[src/common/adcspi_pkg.sv]
/*
 Constants, field positions and types of the converter serial port.
 Assumes one 25 MHz system clock; serial pins are sampled on it.
*/
package adcspi_pkg;
	// System clock and serial clock rates
	localparam int MCLK_HZ = 25000000;
	localparam int EXT_SCLK_MAX_HZ = 5000000;
	// Fewest system clocks per external serial clock period
	localparam int EXT_SCLK_MIN_CYC = (MCLK_HZ + EXT_SCLK_MAX_HZ - 1) / EXT_SCLK_MAX_HZ;
	localparam int SELF_DIV = 8;
	localparam logic [1:0] DIV_HALF_LAST = 2'(SELF_DIV / 2 - 1);

	// Instruction byte fields
	localparam int IB_RW = 7;
	localparam int IB_CNT_HI = 6;
	localparam int IB_CNT_LO = 5;
	localparam int IB_FSC = 4;
	localparam int IB_RS_HI = 3;
	localparam int IB_RS_LO = 2;
	localparam int IB_SB_HI = 1;
	localparam int IB_SB_LO = 0;

	// Control register fields
	localparam int CTL_BIDIR = 0;
	localparam int CTL_LSB_FIRST = 1;
	localparam int CTL_BYTE_ASC = 2;

	// Register selects
	localparam logic [1:0] RS_RESULT = 2'h0;
	localparam logic [1:0] RS_CTRL = 2'h1;
	localparam logic [1:0] RS_OFFS = 2'h2;
	localparam logic [1:0] RS_FULL = 2'h3;

	// Values after reset, and the last bit index
	localparam logic [23:0] CTRL_RST = 24'h000000;
	localparam logic [23:0] CAL_RST = 24'h000000;
	localparam logic [23:0] RESULT_RST = 24'h000000;
	localparam logic [1:0] DIV_RST = 2'h0;
	localparam logic [2:0] BIT_RST = 3'h0;
	localparam logic [2:0] BIT_LAST = 3'h7;

	typedef enum logic {adcspi_ph_instr, adcspi_ph_data} adcspi_phase_e;
endpackage

[src/common/adcspi_clk_if.sv]
/*
 Serial clock events passed from the clock unit to the port engine.
 Assumes both ends run on the system clock.
*/
`timescale 1ns/1ps
interface adcspi_clk_if;
	logic cs_n;
	logic mode;
	logic rise;
	logic fall;
	modport gen (input cs_n, input mode, output rise, output fall);
	modport eng (output cs_n, output mode, input rise, input fall);
endinterface

[src/logic/adcspi_clkgen.sv]
/*
 Serial clock unit: edge detector for a host clock, or divider for self clocking.
 Assumes the serial clock pin is synchronous to mclk.
*/
`timescale 1ns/1ps
module adcspi_clkgen (
	// Clock and reset
	input wire logic mclk,
	input wire logic nrst,
	// Events
	adcspi_clk_if.gen sif,
	// Serial clock pin
	input wire logic sclk_in,
	output logic sclk_out,
	output logic sclk_oe_n
);
	logic prev_q;
	logic [1:0] div_q;
	logic tick;
	logic ext_rise;
	logic ext_fall;

	assign tick = sif.mode && !sif.cs_n && (div_q == adcspi_pkg::DIV_HALF_LAST);
	assign ext_rise = sclk_in && !prev_q;
	assign ext_fall = !sclk_in && prev_q;
	// Events only while selected, so the engine freezes otherwise
	assign sif.rise = !sif.cs_n && (sif.mode ? (tick && !sclk_out) : ext_rise);
	assign sif.fall = !sif.cs_n && (sif.mode ? (tick && sclk_out) : ext_fall);

	always_ff @(posedge mclk or negedge nrst) begin
		if (!nrst) begin
			prev_q <= 1'b1;
		end else begin
			prev_q <= sclk_in;
		end
	end

	always_ff @(posedge mclk or negedge nrst) begin
		if (!nrst) begin
			div_q <= adcspi_pkg::DIV_RST;
			sclk_out <= 1'b1;
		end else if (!sif.mode || sif.cs_n) begin
			div_q <= adcspi_pkg::DIV_RST;
			sclk_out <= 1'b1;
		end else begin
			div_q <= div_q + 2'h1;
			if (tick) begin
				sclk_out <= !sclk_out;
			end
		end
	end

	always_ff @(posedge mclk or negedge nrst) begin
		if (!nrst) begin
			sclk_oe_n <= 1'b1;
		end else begin
			sclk_oe_n <= !sif.mode;
		end
	end

	property p_self_half;
		@(posedge mclk) disable iff (!nrst)
		($fell(sclk_out) && sif.mode) |-> (!sclk_out)[*4];
	endproperty
	a_self_half: assert property (p_self_half) else $error("self clock low phase short");

	property p_pin_dir;
		@(posedge mclk) disable iff (!nrst)
		##1 (sclk_oe_n == !$past(sif.mode));
	endproperty
	a_pin_dir: assert property (p_pin_dir) else $error("serial clock pin direction wrong");
endmodule

[src/logic/adcspi_port.sv]
/*
 Converter serial port: instruction decode, register file, shifting and ready flag.
 Assumes pins synchronous to mclk and a host keeping byte framing.
*/
// Summary of operation
// - In bidirectional setting the separate output line stays undriven.
// - Instruction and write data always enter on the shared data line.
// - Shared line drives read data only when control selects bidirectional.
// - Self clocking drives the clock pin at oscillator divided by 8.
// - Chip select high puts both data outputs in high impedance.
// - Chip select high freezes a cycle, which resumes where it stopped.
// - Ready flag goes low when a new result is loaded.
// - Ready flag returns high after the last byte of a result register read cycle, unless a new result loads in that cycle.
// - Mode pin 1 selects self clocking, 0 selects host clocking.
// - Each cycle is an instruction byte, then its data phase.
// - Data phase moves one up to several consecutive bytes.
// - Control bits 2 and 1 set byte direction and bit order.
// - Both bits clear: descending bytes, most significant bit first.
// - Both bits set: ascending bytes, least significant bit first.
// - After a cycle the next byte is taken as an instruction.
// - Instruction byte carries direction, count, register and start byte.
// - Bit 7 direction, bits 3:2 register, bits 1:0 start byte.
// - Bits 6:5 give one to four data bytes.
// - Input data sampled on serial clock rising edge.
// - Read bits launched on serial clock falling edge.
`timescale 1ns/1ps
module adcspi_port (
	// Clock and reset
	input wire logic mclk,
	input wire logic nrst,
	// Control pins
	input wire logic cs_n,
	input wire logic mode,
	// Serial clock pin
	input wire logic sclk_in,
	output logic sclk_out,
	output logic sclk_oe_n,
	// Shared data line
	input wire logic sdio_in,
	output logic sdio_out,
	output logic sdio_oe_n,
	// Separate output line
	output logic serial_out_line,
	output logic serial_out_line_oe_n,
	// Conversion result
	input wire logic [23:0] result_word,
	input wire logic result_load,
	output logic result_ready_flag_n,
	// Register contents
	output logic [23:0] control_reg,
	output logic [23:0] offset_cal,
	output logic [23:0] pos_cal,
	output logic [23:0] neg_cal
);
	adcspi_clk_if sif ();

	adcspi_pkg::adcspi_phase_e phase_q;
	logic rw_q;
	logic fsc_q;
	logic [1:0] cnt_q;
	logic [1:0] rsel_q;
	logic [1:0] ptr_q;
	logic [2:0] bit_q;
	logic [7:0] shreg_q;
	logic [23:0] result_q;
	logic out_q;
	logic lsb_first;
	logic asc;
	logic bidir;
	logic in_data;
	logic byte_done;
	logic last_byte;
	logic read_done;
	logic read_act;
	logic [7:0] rx_byte;
	logic [23:0] cur_word;
	logic [7:0] cur_byte;
	logic [2:0] bidx;
	logic [1:0] ptr_next;

	assign sif.cs_n = cs_n;
	assign sif.mode = mode;

	adcspi_clkgen u_clkgen (
		.mclk(mclk),
		.nrst(nrst),
		.sif(sif.gen),
		.sclk_in(sclk_in),
		.sclk_out(sclk_out),
		.sclk_oe_n(sclk_oe_n)
	);

	assign lsb_first = control_reg[adcspi_pkg::CTL_LSB_FIRST];
	assign asc = control_reg[adcspi_pkg::CTL_BYTE_ASC];
	assign bidir = control_reg[adcspi_pkg::CTL_BIDIR];
	assign in_data = (phase_q == adcspi_pkg::adcspi_ph_data);
	assign byte_done = sif.rise && (bit_q == adcspi_pkg::BIT_LAST);
	assign last_byte = (cnt_q == 2'h0);
	assign read_done = in_data && byte_done && last_byte && !rw_q
		&& (rsel_q == adcspi_pkg::RS_RESULT);
	assign read_act = in_data && !rw_q && !cs_n;
	// Instruction always most significant bit first
	assign rx_byte = (in_data && lsb_first) ? {sdio_in, shreg_q[7:1]}
		: {shreg_q[6:0], sdio_in};
	assign ptr_next = asc ? ptr_q + 2'h1 : ptr_q - 2'h1;
	assign bidx = lsb_first ? bit_q : adcspi_pkg::BIT_LAST - bit_q;

	always_comb begin
		case (rsel_q)
			adcspi_pkg::RS_RESULT: cur_word = result_q;
			adcspi_pkg::RS_CTRL: cur_word = control_reg;
			adcspi_pkg::RS_OFFS: cur_word = offset_cal;
			adcspi_pkg::RS_FULL: cur_word = fsc_q ? neg_cal : pos_cal;
			default: cur_word = result_q;
		endcase
	end

	always_comb begin
		case (ptr_q)
			2'h0: cur_byte = cur_word[7:0];
			2'h1: cur_byte = cur_word[15:8];
			2'h2: cur_byte = cur_word[23:16];
			default: cur_byte = 8'h00;
		endcase
	end

	// Byte slot replacement; the unmapped fourth slot is dropped
	function automatic logic [23:0] put_byte(input logic [23:0] w, input logic [1:0] p,
		input logic [7:0] b);
		logic [23:0] r;
		r = w;
		case (p)
			2'h0: r[7:0] = b;
			2'h1: r[15:8] = b;
			2'h2: r[23:16] = b;
			default: r = w;
		endcase
		return r;
	endfunction

	// Bit shifting and phase sequencing
	always_ff @(posedge mclk or negedge nrst) begin
		if (!nrst) begin
			shreg_q <= 8'h00;
			bit_q <= adcspi_pkg::BIT_RST;
		end else if (sif.rise) begin
			shreg_q <= rx_byte;
			bit_q <= bit_q + 3'h1;
		end
	end

	always_ff @(posedge mclk or negedge nrst) begin
		if (!nrst) begin
			phase_q <= adcspi_pkg::adcspi_ph_instr;
			rw_q <= 1'b0;
			fsc_q <= 1'b0;
			cnt_q <= 2'h0;
			rsel_q <= adcspi_pkg::RS_RESULT;
			ptr_q <= 2'h0;
		end else if (byte_done) begin
			case (phase_q)
				adcspi_pkg::adcspi_ph_instr: begin
					phase_q <= adcspi_pkg::adcspi_ph_data;
					rw_q <= rx_byte[adcspi_pkg::IB_RW];
					cnt_q <= rx_byte[adcspi_pkg::IB_CNT_HI:adcspi_pkg::IB_CNT_LO];
					fsc_q <= rx_byte[adcspi_pkg::IB_FSC];
					rsel_q <= rx_byte[adcspi_pkg::IB_RS_HI:adcspi_pkg::IB_RS_LO];
					ptr_q <= rx_byte[adcspi_pkg::IB_SB_HI:adcspi_pkg::IB_SB_LO];
				end
				adcspi_pkg::adcspi_ph_data: begin
					if (last_byte) begin
						phase_q <= adcspi_pkg::adcspi_ph_instr;
					end else begin
						cnt_q <= cnt_q - 2'h1;
						ptr_q <= ptr_next;
					end
				end
				default: phase_q <= adcspi_pkg::adcspi_ph_instr;
			endcase
		end
	end

	// Register writes at the end of each data byte
	always_ff @(posedge mclk or negedge nrst) begin
		if (!nrst) begin
			control_reg <= adcspi_pkg::CTRL_RST;
			offset_cal <= adcspi_pkg::CAL_RST;
			pos_cal <= adcspi_pkg::CAL_RST;
			neg_cal <= adcspi_pkg::CAL_RST;
		end else if (byte_done && in_data && rw_q) begin
			case (rsel_q)
				adcspi_pkg::RS_CTRL: control_reg <= put_byte(control_reg, ptr_q, rx_byte);
				adcspi_pkg::RS_OFFS: offset_cal <= put_byte(offset_cal, ptr_q, rx_byte);
				adcspi_pkg::RS_FULL: begin
					if (fsc_q) begin
						neg_cal <= put_byte(neg_cal, ptr_q, rx_byte);
					end else begin
						pos_cal <= put_byte(pos_cal, ptr_q, rx_byte);
					end
				end
				default: control_reg <= control_reg;
			endcase
		end
	end

	// Result register and ready flag; a new result wins over a read finishing
	always_ff @(posedge mclk or negedge nrst) begin
		if (!nrst) begin
			result_q <= adcspi_pkg::RESULT_RST;
			result_ready_flag_n <= 1'b1;
		end else if (result_load) begin
			result_q <= result_word;
			result_ready_flag_n <= 1'b0;
		end else if (read_done) begin
			result_ready_flag_n <= 1'b1;
		end
	end

	// Read data launch and output enables
	always_ff @(posedge mclk or negedge nrst) begin
		if (!nrst) begin
			out_q <= 1'b0;
		end else if (sif.fall) begin
			out_q <= cur_byte[bidx];
		end
	end

	always_ff @(posedge mclk or negedge nrst) begin
		if (!nrst) begin
			sdio_oe_n <= 1'b1;
			serial_out_line_oe_n <= 1'b1;
		end else begin
			sdio_oe_n <= !(read_act && bidir);
			serial_out_line_oe_n <= !(read_act && !bidir);
		end
	end

	assign sdio_out = out_q;
	assign serial_out_line = out_q;

	property p_cs_float;
		@(posedge mclk) disable iff (!nrst)
		cs_n |=> (sdio_oe_n && serial_out_line_oe_n);
	endproperty
	a_cs_float: assert property (p_cs_float) else $error("outputs driven while deselected");

	property p_out_line_off;
		@(posedge mclk) disable iff (!nrst)
		bidir |=> serial_out_line_oe_n;
	endproperty
	a_out_line_off: assert property (p_out_line_off) else $error("output line driven in shared mode");

	property p_sdio_only_bidir;
		@(posedge mclk) disable iff (!nrst)
		!bidir |=> sdio_oe_n;
	endproperty
	a_sdio_only_bidir: assert property (p_sdio_only_bidir) else $error("shared line driven");

	property p_freeze;
		@(posedge mclk) disable iff (!nrst)
		cs_n |=> ($stable(bit_q) && $stable(phase_q) && $stable(ptr_q));
	endproperty
	a_freeze: assert property (p_freeze) else $error("cycle advanced while deselected");

	property p_ready_low;
		@(posedge mclk) disable iff (!nrst)
		result_load |=> (!result_ready_flag_n && (result_q == $past(result_word)));
	endproperty
	a_ready_low: assert property (p_ready_low) else $error("ready flag not set on load");

	property p_ready_high;
		@(posedge mclk) disable iff (!nrst)
		(read_done && !result_load) |=> result_ready_flag_n;
	endproperty
	a_ready_high: assert property (p_ready_high) else $error("ready flag not cleared");

	property p_idle_after;
		@(posedge mclk) disable iff (!nrst)
		(in_data && byte_done && last_byte) |=> (phase_q == adcspi_pkg::adcspi_ph_instr);
	endproperty
	a_idle_after: assert property (p_idle_after) else $error("no return to instruction");

	property p_ptr_step;
		@(posedge mclk) disable iff (!nrst)
		(in_data && byte_done && !last_byte) |=> (ptr_q == ($past(asc) ? $past(ptr_q) + 2'h1
			: $past(ptr_q) - 2'h1)) && (cnt_q == $past(cnt_q) - 2'h1);
	endproperty
	a_ptr_step: assert property (p_ptr_step) else $error("byte pointer step wrong");

	property p_sample_rise;
		@(posedge mclk) disable iff (!nrst)
		(sif.rise && !(in_data && lsb_first)) |=> (shreg_q[0] == $past(sdio_in));
	endproperty
	a_sample_rise: assert property (p_sample_rise) else $error("input bit not sampled");
endmodule

[config.mk]
export PLATFORM = sky130hd
export DESIGN_NAME = adcspi_port
export DESIGN_NICKNAME = d
export VERILOG_FILES = /design/src/common/adcspi_pkg.sv /design/src/common/adcspi_clk_if.sv /design/src/logic/adcspi_clkgen.sv /design/src/logic/adcspi_port.sv
export SDC_FILE = /design/constraint.sdc
export NUM_CORES = 1
export LEC_CHECK = 0
export CAP_MARGIN = 20
export CORE_MARGIN = 2
export CORE_UTILIZATION = 40
export DETAILED_ROUTE_END_ITERATION = 12
export DONT_BUFFER_PORTS = 1
export PLACE_DENSITY_LB_ADDON = 0.15
export SLEW_MARGIN = 15
export SYNTH_ARGS = -nofsm -noshare
export SYNTH_HDL_FRONTEND = slang
export SYNTH_HIERARCHICAL = 1
export SYNTH_SLANG_ARGS = --single-unit
export TNS_END_PERCENT = 100
[constraint.sdc]
create_clock -name mclk -period 4.35 [get_ports mclk]
set_input_delay 0.87 -clock mclk [delete_from_list [all_inputs] [get_ports mclk]]
set_output_delay 0.87 -clock mclk [all_outputs]
set_load 0.02 [all_outputs]
* Word level (Yosys, flattened, before mapping)
Cells that the tools add are included.
** Storage, ports and cells
- Bits in registers :: 149
- Input bits :: 31
- Output and inout bits :: 103
- Logic and storage cells :: 115
** Cells by class
- $add $sub $neg :: 6
- Order comparisons :: 1
- Equal/unequal tests :: 8
- Multiplexer cells :: 21
- Bitwise logic cells :: 2
- Reduce and logical (&&, ||, !) cells :: 48
** Operators by type and width (number)
- $pmux 24 s4 :: 1
- $mux 24 :: 1
- $pmux 8 s3 :: 1
- $reduce_and 4->1 :: 6
- $logic_and 1x1->1 :: 19
- $reduce_and 3->1 :: 6
- $logic_not 1->1 :: 9
- $eq 2x2->1 const B :: 4
- $mux 1 :: 8
- $mux 2 :: 4
- $mux 8 :: 1
- $pmux 2 s2 :: 2
- $logic_not 2->1 :: 3
- $add 2x1->2 const B :: 2
- $eq 2x1->1 const B :: 2
- $lt 3x4->1 const B :: 1
- $reduce_and 2->1 :: 2
- $reduce_bool 2->1 :: 2
- $sub 2x1->2 const B :: 2
- $add 3x1->3 const B :: 1
- $bmux 1 s3 :: 1
- $eq 3x3->1 const B :: 1
- $mux 3 :: 1
- $sub 3x3->3 const A :: 1
- other kinds (4) :: 5

* Depth between registers and ports, before layout
Gate-level depths: netlist of the first run.
- Word-level depth :: 13
- Mapped depth :: 10
- Mapped depth without buffers :: 8

* Modules after synthesis
Netlist of the first run, hierarchy kept.
** By module, submodules not included
- adcspi_port :: instances 1, cells an instance 633, area an instance 6615.1 um2, sequential area each 3607.2 um2
- adcspi_clkgen :: instances 1, cells an instance 17, area an instance 212.7 um2, sequential area each 128.9 um2

* Worst setup path after synthesis of the first run
OpenSTA, ideal clock, no wires.
- Path kind :: input-to-reg
- From :: input mode
- To :: register pos_cal[21]
- Setup time :: 78 ps
- Arrival time :: 2634 ps
- Data required time :: 4272 ps
- Slack :: 1638 ps
- Cell stages on the path :: 9
- Path buffers :: 2
- Cell sequence :: or3b_1 > a21oi_1 > nand4_1 > nor3_1 > and2_1 > clkbuf_1 > clkbuf_1 > nor2_1 > a21oi_1
** Between the ends
- Word-level cells in the longest chain between the ends :: 9
** RTL lines
- start, declared :: line adcspi_port.sv:33 : input wire logic mode,
- $logic_and 1x1->1 (2 in series) :: line adcspi_clkgen.sv:23 : assign tick = sif.mode && !sif.cs_n && (div_q == adcspi_pkg::DIV_HALF_LAST);
- $logic_and 1x1->1 :: line adcspi_clkgen.sv:27 : assign sif.rise = !sif.cs_n && (sif.mode ? (tick && !sclk_out) : ext_rise);
- $mux 1 * :: line adcspi_clkgen.sv:27
- $logic_and 1x1->1 * :: line adcspi_clkgen.sv:27
- via sif.rise :: line adcspi_clk_if.sv:9 : logic rise;
- $logic_and 1x1->1 * :: line adcspi_port.sv:97 : assign byte_done = sif.rise && (bit_q == adcspi_pkg::BIT_LAST);
- $logic_and 1x1->1 * (2 in series) :: line adcspi_port.sv:190 : end else if (byte_done && in_data && rw_q) begin
- $reduce_and 4->1 (no line) *
- end signal, assigned :: line adcspi_port.sv:188 : pos_cal <= adcspi_pkg::CAL_RST;
- end signal, assigned :: line adcspi_port.sv:198 : pos_cal <= put_byte(pos_cal, ptr_q, rx_byte);
- end, declared :: line adcspi_port.sv:52 : output logic [23:0] pos_cal,
The timed path passes the listed nets; every way through them passes the cells marked *.
A chain may end at the register's enable or synchronous reset.

* Final worst setup path of the first run
- From :: register rsel_q[1]
- To :: register out_q (netlist: sdio_out)
** Between the ends
- Word-level cells in the longest chain between the ends :: 5
- Elaborated cells between the ends (all ways) :: 8
- Those cells by class :: eq/ne: 3; mux: 4; reduce/logical: 1
** RTL lines
- start, declared :: line adcspi_port.sv:61 : logic [1:0] rsel_q;
- start signal, assigned :: line adcspi_port.sv:158 : rsel_q <= adcspi_pkg::RS_RESULT;
- start signal, assigned :: line adcspi_port.sv:167 : rsel_q <= rx_byte[adcspi_pkg::IB_RS_HI:adcspi_pkg::IB_RS_LO];
- $eq 2x2->1 (tied with other cells) :: line adcspi_port.sv:109 : case (rsel_q)
- $pmux 24 s4 * :: line adcspi_port.sv:109
- $pmux 8 s3 * :: line adcspi_port.sv:119 : case (ptr_q)
- $bmux 1 s3 * :: line adcspi_port.sv:224 : out_q <= cur_byte[bidx];
- $mux 1 (implied by the code) * :: line adcspi_port.sv:224
- end signal, assigned :: line adcspi_port.sv:224
- end, declared :: line adcspi_port.sv:66 : logic out_q;
Mark *: on every way between the ends. The rest lies on a longest branch, timed or not. The select of a mux whose other input is x is not followed.

==> results of run 1 <==
worst max-delay path, cell delays in order, from the launching register on:
cell and delay (ns):
dfrtp_1 0.92, nand2_1 0.62, o221ai_1 0.35, o21ai_0 0.16, or3_4 0.38, a2111oi_4 0.37, a2111oi_2 0.09
logic make-up (layout without fill, tap and decap cells):
family	after synthesis	in the layout	share of synthesized area (%)
and+or+nand+nor	197	197	12.7
AOI/OAI and AO/OA	163	163	13.8
DFF	149	149	54.7
muxes	71	71	12.6
buffers and inverters	55	49	3.77
adders and majority gates	8	8	1.47
xor gates and xnor gates	7	7	0.898
synthesized netlist by cell type, types with 2 or more instances:
library cell  count  area, um2
nand3_1           9       45.0
nand2b_1         12       75.1
buf_1             3       11.3
nand2_1          96        360
mux2i_1          21        210
mux4_2            7        158
mux2_4            2       30.0
or3b_1            2       17.5
nor4_1            2       12.5
o211ai_1          2       15.0
o221ai_1         14        123
nor2_1           49        184
and2_1            3       18.8
buf_4             3       22.5
mux2_2           41        462
buf_2             8       40.0
buf_8             2       30.0
dfrtp_1         143       3580
clkbuf_1         29        109
o21ai_0          84        420
dfstp_2           6        158
o22ai_1           5       31.3
nand4_1           3       18.8
nor2b_1          12       75.1
xor2_1            5       43.8
xnor2_1           2       17.5
nor3_1            3       15.0
ha_1              8        100
inv_1             8       30.0
o22a_1            2       17.5
nand3b_1          2       15.0
a21oi_1          47        235
area by class of cell:
class | count | area, um2 | share of cell area [%]
Inverter | 9 | 33.8 | 0.447
Tap cell | 220 | 275 | 3.64
Clock inverter | 13 | 124 | 1.64
Multi-Input combinational cell | 446 | 2860 | 37.8
Clock buffer | 19 | 453 | 5.99
Sequential cell | 149 | 3740 | 49.4
Timing Repair Buffer | 8 | 87.6 | 1.16
layer usage:
metal / wire length, um / global-route usage, %
met1: 8210 / 28.8
met2: 9690 / 37.1
met3: 1680 / 9.08
met4: 588 / 9.06
met5: 13 / 0
power by group:
group	internal (uW)	switching, uW
Clock	824	598
Sequential	1470	139
Combinational	276	404
placed cells by master (no fill, tap or decap), types with 5 or more instances in the layout:
cell       instances
nor2b_1           12
nand2_1           96
mux2i_1           15
clkinv_4           6
nand3_1            9
clkbuf_16         17
dfstp_2            6
xor2_1             5
buf_4              6
dfrtp_1          143
nor2_1            49
mux2_2            41
mux4_2             7
o21ai_0           84
mux2i_2            6
a21oi_1           47
inv_1              8
o22ai_1            5
nand2b_1          12
o221ai_1          14
ha_1               8
metrics by stage:
stage	power, uW	std cells
after floorplan	2090	650
after global placement	2270	830
after detailed placement	2290	831
after CTS	3710	863
after global routing	3880	864
final	3710	864
worst max path at each step:
stage               cells past startpoint       from           to
floorplan                               9       mode  pos_cal[21]
global placement                        6  rsel_q[1]     sdio_out
detailed placement                      6  rsel_q[1]     sdio_out
CTS                                     6  rsel_q[1]     sdio_out
global route                            6  rsel_q[1]     sdio_out
finish                                  6  rsel_q[1]     sdio_out
==> flow_metrics.env, run 1 <==
export IMPL_setup_tns_final_ns=0
export IMPL_core_rowCount=47
export IMPL_dieArea_mm2=0.0181
export IMPL_globalplace_congestion=0.854
export IMPL_netlist_cell_type_count=47
export IMPL_drt_pass1_iter_count=5
export IMPL_start_util_pct=41.0
export IMPL_drc=0
export IMPL_cts_buffers=17
export IMPL_p_leak_uw=0.00331
export IMPL_grt_pass1_wl_um=31200
export IMPL_syn_area_per_cell_um2=10.5
export IMPL_fill_cells=1577
export IMPL_dieHeight_um=135
export IMPL_cts_root_buf="clkbuf_16"
export IMPL_ys_seq_area_share_pct=54.7
export IMPL_grt_pass1_vias=5002
export IMPL_dieWidth_um=135
export IMPL_fin_area_mm2=0.00757
export IMPL_crit_path_start_kind="register"
export IMPL_pin_count=134
export IMPL_coreArea_mm2=0.0166
export IMPL_drt_antenna_violating_nets=0
export IMPL_syn_to_final_growth_pct=10.8
export IMPL_reg2reg_slack_ns=1.32
export IMPL_dp_slack_ns=1.37
export IMPL_portBuffers=0
export IMPL_grt_overflow_total=0
export IMPL_cts_tree="built"
export IMPL_placedInstanceArea_mm2=0.00696
export IMPL_period_minus_slack_ns=3.03
export IMPL_rr_startpoint="rsel_q[1]"
export IMPL_hpwl_um=14200
export IMPL_worstPathArrival_ns=3.32
export IMPL_clock_skew_ns=0.0100
export IMPL_clock_sinks=149
export IMPL_synthCells=650
export IMPL_synth_seq_cells=149
export IMPL_first_iter_violations=306
export IMPL_fmaxAchievable_mhz=330
export IMPL_cp_max_fo=20
export IMPL_syn_nets=689
export IMPL_worst_pin_slew_ns=1.08
export IMPL_min_period_over_period_pct=69.7
export IMPL_worst_slack_ns=1.32
export IMPL_cts_resized=0
export IMPL_required_ns=4.64
export IMPL_route_vias_total=4857
export IMPL_relSlewSlack_pct=26.7
export IMPL_post_cts_setup_buffers=0
export IMPL_nets=670
export IMPL_hold_buffers=0
export IMPL_cap_violations=0
export IMPL_antenna_found_initial=1
export IMPL_r2r_cells=6
export IMPL_syn_area_mm2=0.00683
export IMPL_clk_pin_slew_worst_paths_ns=0.06
export IMPL_critical_path_class="register to register"
export IMPL_synth_async_reset_ratio_pct=100
export IMPL_utilization_pct=45.5
export IMPL_clockBufferDepth=2
export IMPL_crit_path_end_kind="register"
export IMPL_synth_edf_count=0
export IMPL_hold_worst_slack_ns=0.144
export IMPL_wl_per_cell_um=23.3
export IMPL_power_density_mw_per_mm2=490
export IMPL_rsz0062_at_grt="no"
export IMPL_grt_usage_pct=23.4
export IMPL_setup_viol=0
export IMPL_insertion_delay_ns=0.43
export IMPL_grt_max_degree=150
export IMPL_synth_flop_cell="dfrtp_1"
export IMPL_ir_worst_vdd_uv=325
export IMPL_via_per_inst=5.62
export IMPL_totalWireLength_um=20200
export IMPL_r2r_end="sdio_out"
export IMPL_n_antenna_cell=0
export IMPL_layout_drive_gt1_share_pct=16.3
export IMPL_h_tree_depth=4
export IMPL_hold_viol=0
export IMPL_outcome="finished, final reports clean"
export IMPL_yosys_warnings=6
export IMPL_drv_slew=0
export IMPL_holdCritPathClass="primary input to asynchronous set/reset pin"
(Power assumes the default switching activity.)
==> inputs of run 2 (changes only) <==
==> constraint.sdc (replaced) <==
create_clock -name mclk -period 2.8 [get_ports mclk]
set_input_delay 0.56 -clock mclk [delete_from_list [all_inputs] [get_ports mclk]]
set_output_delay 0.56 -clock mclk [all_outputs]
set_load 0.02 [all_outputs]
==> flow_metrics.env, run 2 (synthesis results as in run 1) <==
export IMPL_outcome="finished with violations"
export IMPL_violations="hold timing"
export IMPL_worst_slack_ns=0.263
export IMPL_drt_antenna_violating_nets=0
export IMPL_cts_resized=0
export IMPL_cts_tree="built"
export IMPL_dieWidth_um=135
export IMPL_worstPathArrival_ns=2.82
export IMPL_placedInstanceArea_mm2=0.00708
export IMPL_route_vias_total=4883
export IMPL_intPower_uw=4090
export IMPL_pin_count=134
export IMPL_critical_path_class="register to register"
export IMPL_hold_viol=143
export IMPL_required_ns=3.09
export IMPL_crit_path_end_kind="register"
export IMPL_antenna_found_initial=1
export IMPL_via_per_inst=5.53
export IMPL_power_share_combinational_pct=20.1
export IMPL_clk_pin_slew_worst_paths_ns=0.06
export IMPL_power_density_mw_per_mm2=763
export IMPL_nets=689
export IMPL_met1_usage_pct=29.4
export IMPL_globalRouteMet2Util_pct=37.1
export IMPL_h_tree_depth=4
export IMPL_post_cts_setup_buffers=0
export IMPL_busiest_layer="met2"
export IMPL_final_cell_count_no_fill=883
export IMPL_grt_usage_pct=23.3
export IMPL_grt_max_degree=150
export IMPL_min_period_over_period_pct=90.6
export IMPL_hpwl_um=14600
export IMPL_drt_pass1_iter_count=5
export IMPL_cts_root_buf="clkbuf_16"
export IMPL_cp_max_fo=17
export IMPL_relSlewSlack_pct=58.5
export IMPL_setup_viol=0
export IMPL_wl_per_cell_um=22.8
export IMPL_switching_share_pct=30.1
export IMPL_hold_worst_slack_ns=-0.168
export IMPL_grt_pass1_vias=5033
export IMPL_crit_path_start_kind="register"
export IMPL_portBuffers=0
export IMPL_first_iter_violations=403
export IMPL_holdCritPathClass="primary input to asynchronous set/reset pin"
export IMPL_drv_slew=0
export IMPL_final_common_cell="dfrtp_1"
export IMPL_syn_to_final_growth_pct=12.1
export IMPL_totalWireLength_um=20100
export IMPL_fin_area_mm2=0.00766
export IMPL_start_util_pct=41.0
export IMPL_dp_cells=851
export IMPL_p_sw_uw=1760
export IMPL_p_leak_uw=0.00343
export IMPL_setup_tns_final_ns=0
export IMPL_dp_slack_ns=0.213
export IMPL_clock_skew_ns=0.00938
export IMPL_dieHeight_um=135
export IMPL_p_total_uw=5840
export IMPL_core_rowCount=47
export IMPL_cap_violations=0
export IMPL_drc=0
export IMPL_worst_pin_slew_ns=0.620
export IMPL_coreArea_mm2=0.0166
export IMPL_p_seq_share_pct=41.7
export IMPL_clkPwrFrac_pct=38.2
export IMPL_clock_sinks=149
export IMPL_globalplace_congestion=0.889
export IMPL_cts_buffers=17
export IMPL_clockBufferDepth=2
export IMPL_grt_util_met3_pct=8.11
export IMPL_insertion_delay_ns=0.42
export IMPL_rsz0062_at_grt="no"
export IMPL_ir_worst_vdd_uv=424
export IMPL_dieArea_mm2=0.0181
export IMPL_fmaxAchievable_mhz=394
export IMPL_r2r_cells=6
export IMPL_reg2reg_slack_ns=0.26
export IMPL_n_antenna_cell=0
export IMPL_grt_overflow_total=0
export IMPL_period_minus_slack_ns=2.54
export IMPL_grt_pass1_wl_um=31200
export IMPL_final_cell_mix="dfrtp_1, nand2_1, o21ai_0"
export IMPL_layout_drive_gt1_share_pct=17.6
==> run 2: changes by cell type in the layout (fill, tap and decap cells not counted), moves of 2 or more <==
cell,before,now
mux2i_1,15,21
clkinv_4,6,2
inv_6,3,1
mux2i_2,6,0
clkinvlp_4,0,2
buf_4,6,27
clkinv_2,3,6
==> run 2: critical path: stages, from the launching register on <==
cell and delay [ns]:
dfrtp_1 0.57, nand2_1 0.48, o221ai_1 0.32, o21ai_0 0.14
or3_4 0.38, a2111oi_4 0.40, a2111oi_2 0.10
==> run 2: power groups by stage <==
stage	clock network, uW	registers, uW	logic, uW
floorplan	0	2400	839
global placement	0	2470	1140
detailed placement	0	2470	1160
CTS	2280	2440	1170
global route	2370	2460	1260
finish	2230	2440	1170
==> run 2: path summary, 6_finish.rpt <==
kind	from	end
min in group mclk	sclk_in	u_clkgen/prev_q
worst min-delay path	nrst	pos_cal[18]
max in group asynchronous	nrst	u_clkgen/sclk_oe_n
worst max register to register	rsel_q[0]	sdio_out
worst max-delay path	rsel_q[0]	sdio_out
worst min register to register	u_clkgen/div_q[0]	u_clkgen/div_q[0]
==> run 2: cell type report <==
cell class	instances	area, um2
clock buffer	19	443
clock inverter	13	131
fill	1549	8990
inverter	9	33.8
multi-input combinational	446	2830
sequential	149	3740
tap	220	275
timing repair buffer	27	203
==> run 2: routing by layer <==
metal	vias up	part of all wire (%)
li1	2271	-
met1	2407	41
met2	169	48
met3	34	8.3
met4	2	2.6
met5	-	0.065
==> run 2: metrics by stage <==
| stage | hold WS, ns | utilization, % |
|---|---|---|
| 2_1_floorplan | 0.264 | - |
| 3_3_place_gp | 0.273 | 42.6 |
| 3_5_place_dp | 0.274 | 42.6 |
| 4_1_cts | -0.179 | 46.0 |
| 5_1_grt | -0.190 | 46.0 |
| 6_report | -0.168 | 46.0 |
==> inputs of run 3 (changes only) <==
==> constraint.sdc (replaced) <==
create_clock -name mclk -period 2.66 [get_ports mclk]
set_input_delay 0.532 -clock mclk [delete_from_list [all_inputs] [get_ports mclk]]
set_output_delay 0.532 -clock mclk [all_outputs]
set_load 0.02 [all_outputs]
==> flow_metrics.env, run 3 (synthesis results as in run 1) <==
export IMPL_drv_slew=0
export IMPL_ir_worst_vdd_uv=504
export IMPL_dieArea_mm2=0.0181
export IMPL_via_per_inst=5.55
export IMPL_reg2reg_slack_ns=0.28
export IMPL_nets=694
export IMPL_hold_worst_slack_ns=-0.197
export IMPL_cts_tree="built"
export IMPL_clk_pin_slew_worst_paths_ns=0.06
export IMPL_fin_area_mm2=0.00776
export IMPL_clockBufferDepth=2
export IMPL_required_ns=3.00
export IMPL_crit_path_start_kind="register"
export IMPL_utilization_pct=46.6
export IMPL_grt_max_degree=150
export IMPL_wl_per_cell_um=23.2
export IMPL_violations="hold timing"
export IMPL_min_period_over_period_pct=89.5
export IMPL_antenna_found_initial=0
export IMPL_layout_drive_gt1_share_pct=18.1
export IMPL_grt_overflow_total=0
export IMPL_p_leak_uw=0.00347
export IMPL_wirelength_met1_um=8540
export IMPL_crit_path_end_kind="register"
export IMPL_rr_startpoint="rsel_q[0]"
export IMPL_dp_cells=856
export IMPL_globalplace_congestion=0.880
export IMPL_hold_viol=143
export IMPL_dieWidth_um=135
export IMPL_power_density_mw_per_mm2=807
export IMPL_dieHeight_um=135
export IMPL_r2r_end="pos_cal[0]"
export IMPL_grt_pass1_wl_um=31300
export IMPL_outcome="finished with violations"
export IMPL_fmaxAchievable_mhz=420
export IMPL_final_common_cell="dfrtp_1"
export IMPL_coreArea_mm2=0.0166
export IMPL_drc=0
export IMPL_syn_to_final_growth_pct=13.7
export IMPL_n_antenna_cell=0
export IMPL_cts_root_buf="clkbuf_16"
export IMPL_holdCritPathClass="primary input to asynchronous set/reset pin"
export IMPL_top_layer_used="met4"
export IMPL_setup_viol=0
export IMPL_first_iter_violations=290
export IMPL_met2_length_um=9800
export IMPL_final_cell_count_no_fill=888
export IMPL_route_vias_total=4932
export IMPL_hpwl_um=14600
export IMPL_insertion_delay_ns=0.44
export IMPL_drt_antenna_violating_nets=0
export IMPL_grt_usage_pct=23.6
export IMPL_cts_resized=0
export IMPL_cts_buffers=17
export IMPL_multi_input_area_mm2=0.00283
export IMPL_drt_pass1_iter_count=5
export IMPL_period_minus_slack_ns=2.38
export IMPL_cap_violations=0
export IMPL_worstPathCellList="nand2_1 > buf_4 > nor3_1 > and2_1 > buf_12 > nor2_1 > a21oi_1"
export IMPL_worstPathArrival_ns=2.72
export IMPL_fill_cells=1557
export IMPL_critical_path_class="register to register"
export IMPL_cp_max_fo=16
export IMPL_portBuffers=0
export IMPL_clock_sinks=149
export IMPL_r2r_cells=7
export IMPL_setup_tns_final_ns=0
export IMPL_totalWireLength_um=20600
export IMPL_h_tree_depth=4
export IMPL_wl_met3_um=1650
export IMPL_post_cts_setup_buffers=0
export IMPL_placedInstanceArea_mm2=0.00716
export IMPL_pin_count=134
export IMPL_rsz0062_at_grt="no"
export IMPL_worst_pin_slew_ns=0.540
export IMPL_cpPeakStageDelay_ns=0.55
export IMPL_crit_path_top_delay_cell="dfrtp_1"
export IMPL_seqCellArea_mm2=0.00374
export IMPL_clock_skew_ns=0.0114
export IMPL_start_util_pct=41.0
export IMPL_final_cell_mix="dfrtp_1, nand2_1, o21ai_0"
export IMPL_startpoint="rsel_q[0]"
export IMPL_core_rowCount=47
export IMPL_relSlewSlack_pct=63.7
export IMPL_grt_pass1_vias=4888
[run 3: cell types whose count changed in the layout (fill, tap and decap cells not counted), moves of 2 or more]
cell / before / now
buf_12: 0 / 3
buf_4: 27 / 29
clkbuf_8: 1 / 4
clkinv_2: 6 / 1
[run 3: critical path: cells and delay by family (launching register included)]
kind | cells | cell delay, ns
AO/OA/AOI/OAI | 1 | 0.13
AND/OR/NAND/NOR | 4 | 1.17
buffers and inverters | 2 | 0.44
flip-flops | 1 | 0.55
[run 3: cell type report]
class | instances | area share [%]
inverters | 9 | 0.435
multi-input cells | 446 | 36.5
flip-flops and latches | 149 | 48.1
repair buffers | 32 | 3.58
clock inverters | 9 | 1.50
well taps | 220 | 3.55
clock buffers | 23 | 6.29
[run 3: stage by stage]
stage	worst slack, ns	power [uW]	hold slack [ns]
floorplan	0.286	3410	0.236
global placement	0.181	3800	0.245
detailed placement	0.169	3830	0.246
CTS	0.340	6300	-0.215
global route	0.128	6500	-0.213
finish	0.279	6260	-0.197
[run 3: routing by layer]
metal,vias to the layer above,track usage (%)
li1,2280,-
met2,150,37.5
met1,2467,29.2
met4,0,9.59
met5,-,0
met3,35,8.67
[run 3: worst max path at each step]
stage / endpoint / slack (ns) / cells past startpoint
floorplan: pos_cal[21] / 0.29 / 9
global placement: pos_cal[22] / 0.18 / 8
detailed placement: offset_cal[15] / 0.17 / 7
CTS: pos_cal[0] / 0.34 / 7
global route: sdio_out / 0.13 / 6
finish: pos_cal[0] / 0.28 / 7
[run 3: power breakdown]
part / leakage [uW] / switching (uW) / total, uW / internal, uW
Sequential: 0.00196 / 160 / 2560 / 2400
Combinational: 0.00121 / 748 / 1250 / 497
Clock: 0.000294 / 963 / 2450 / 1490
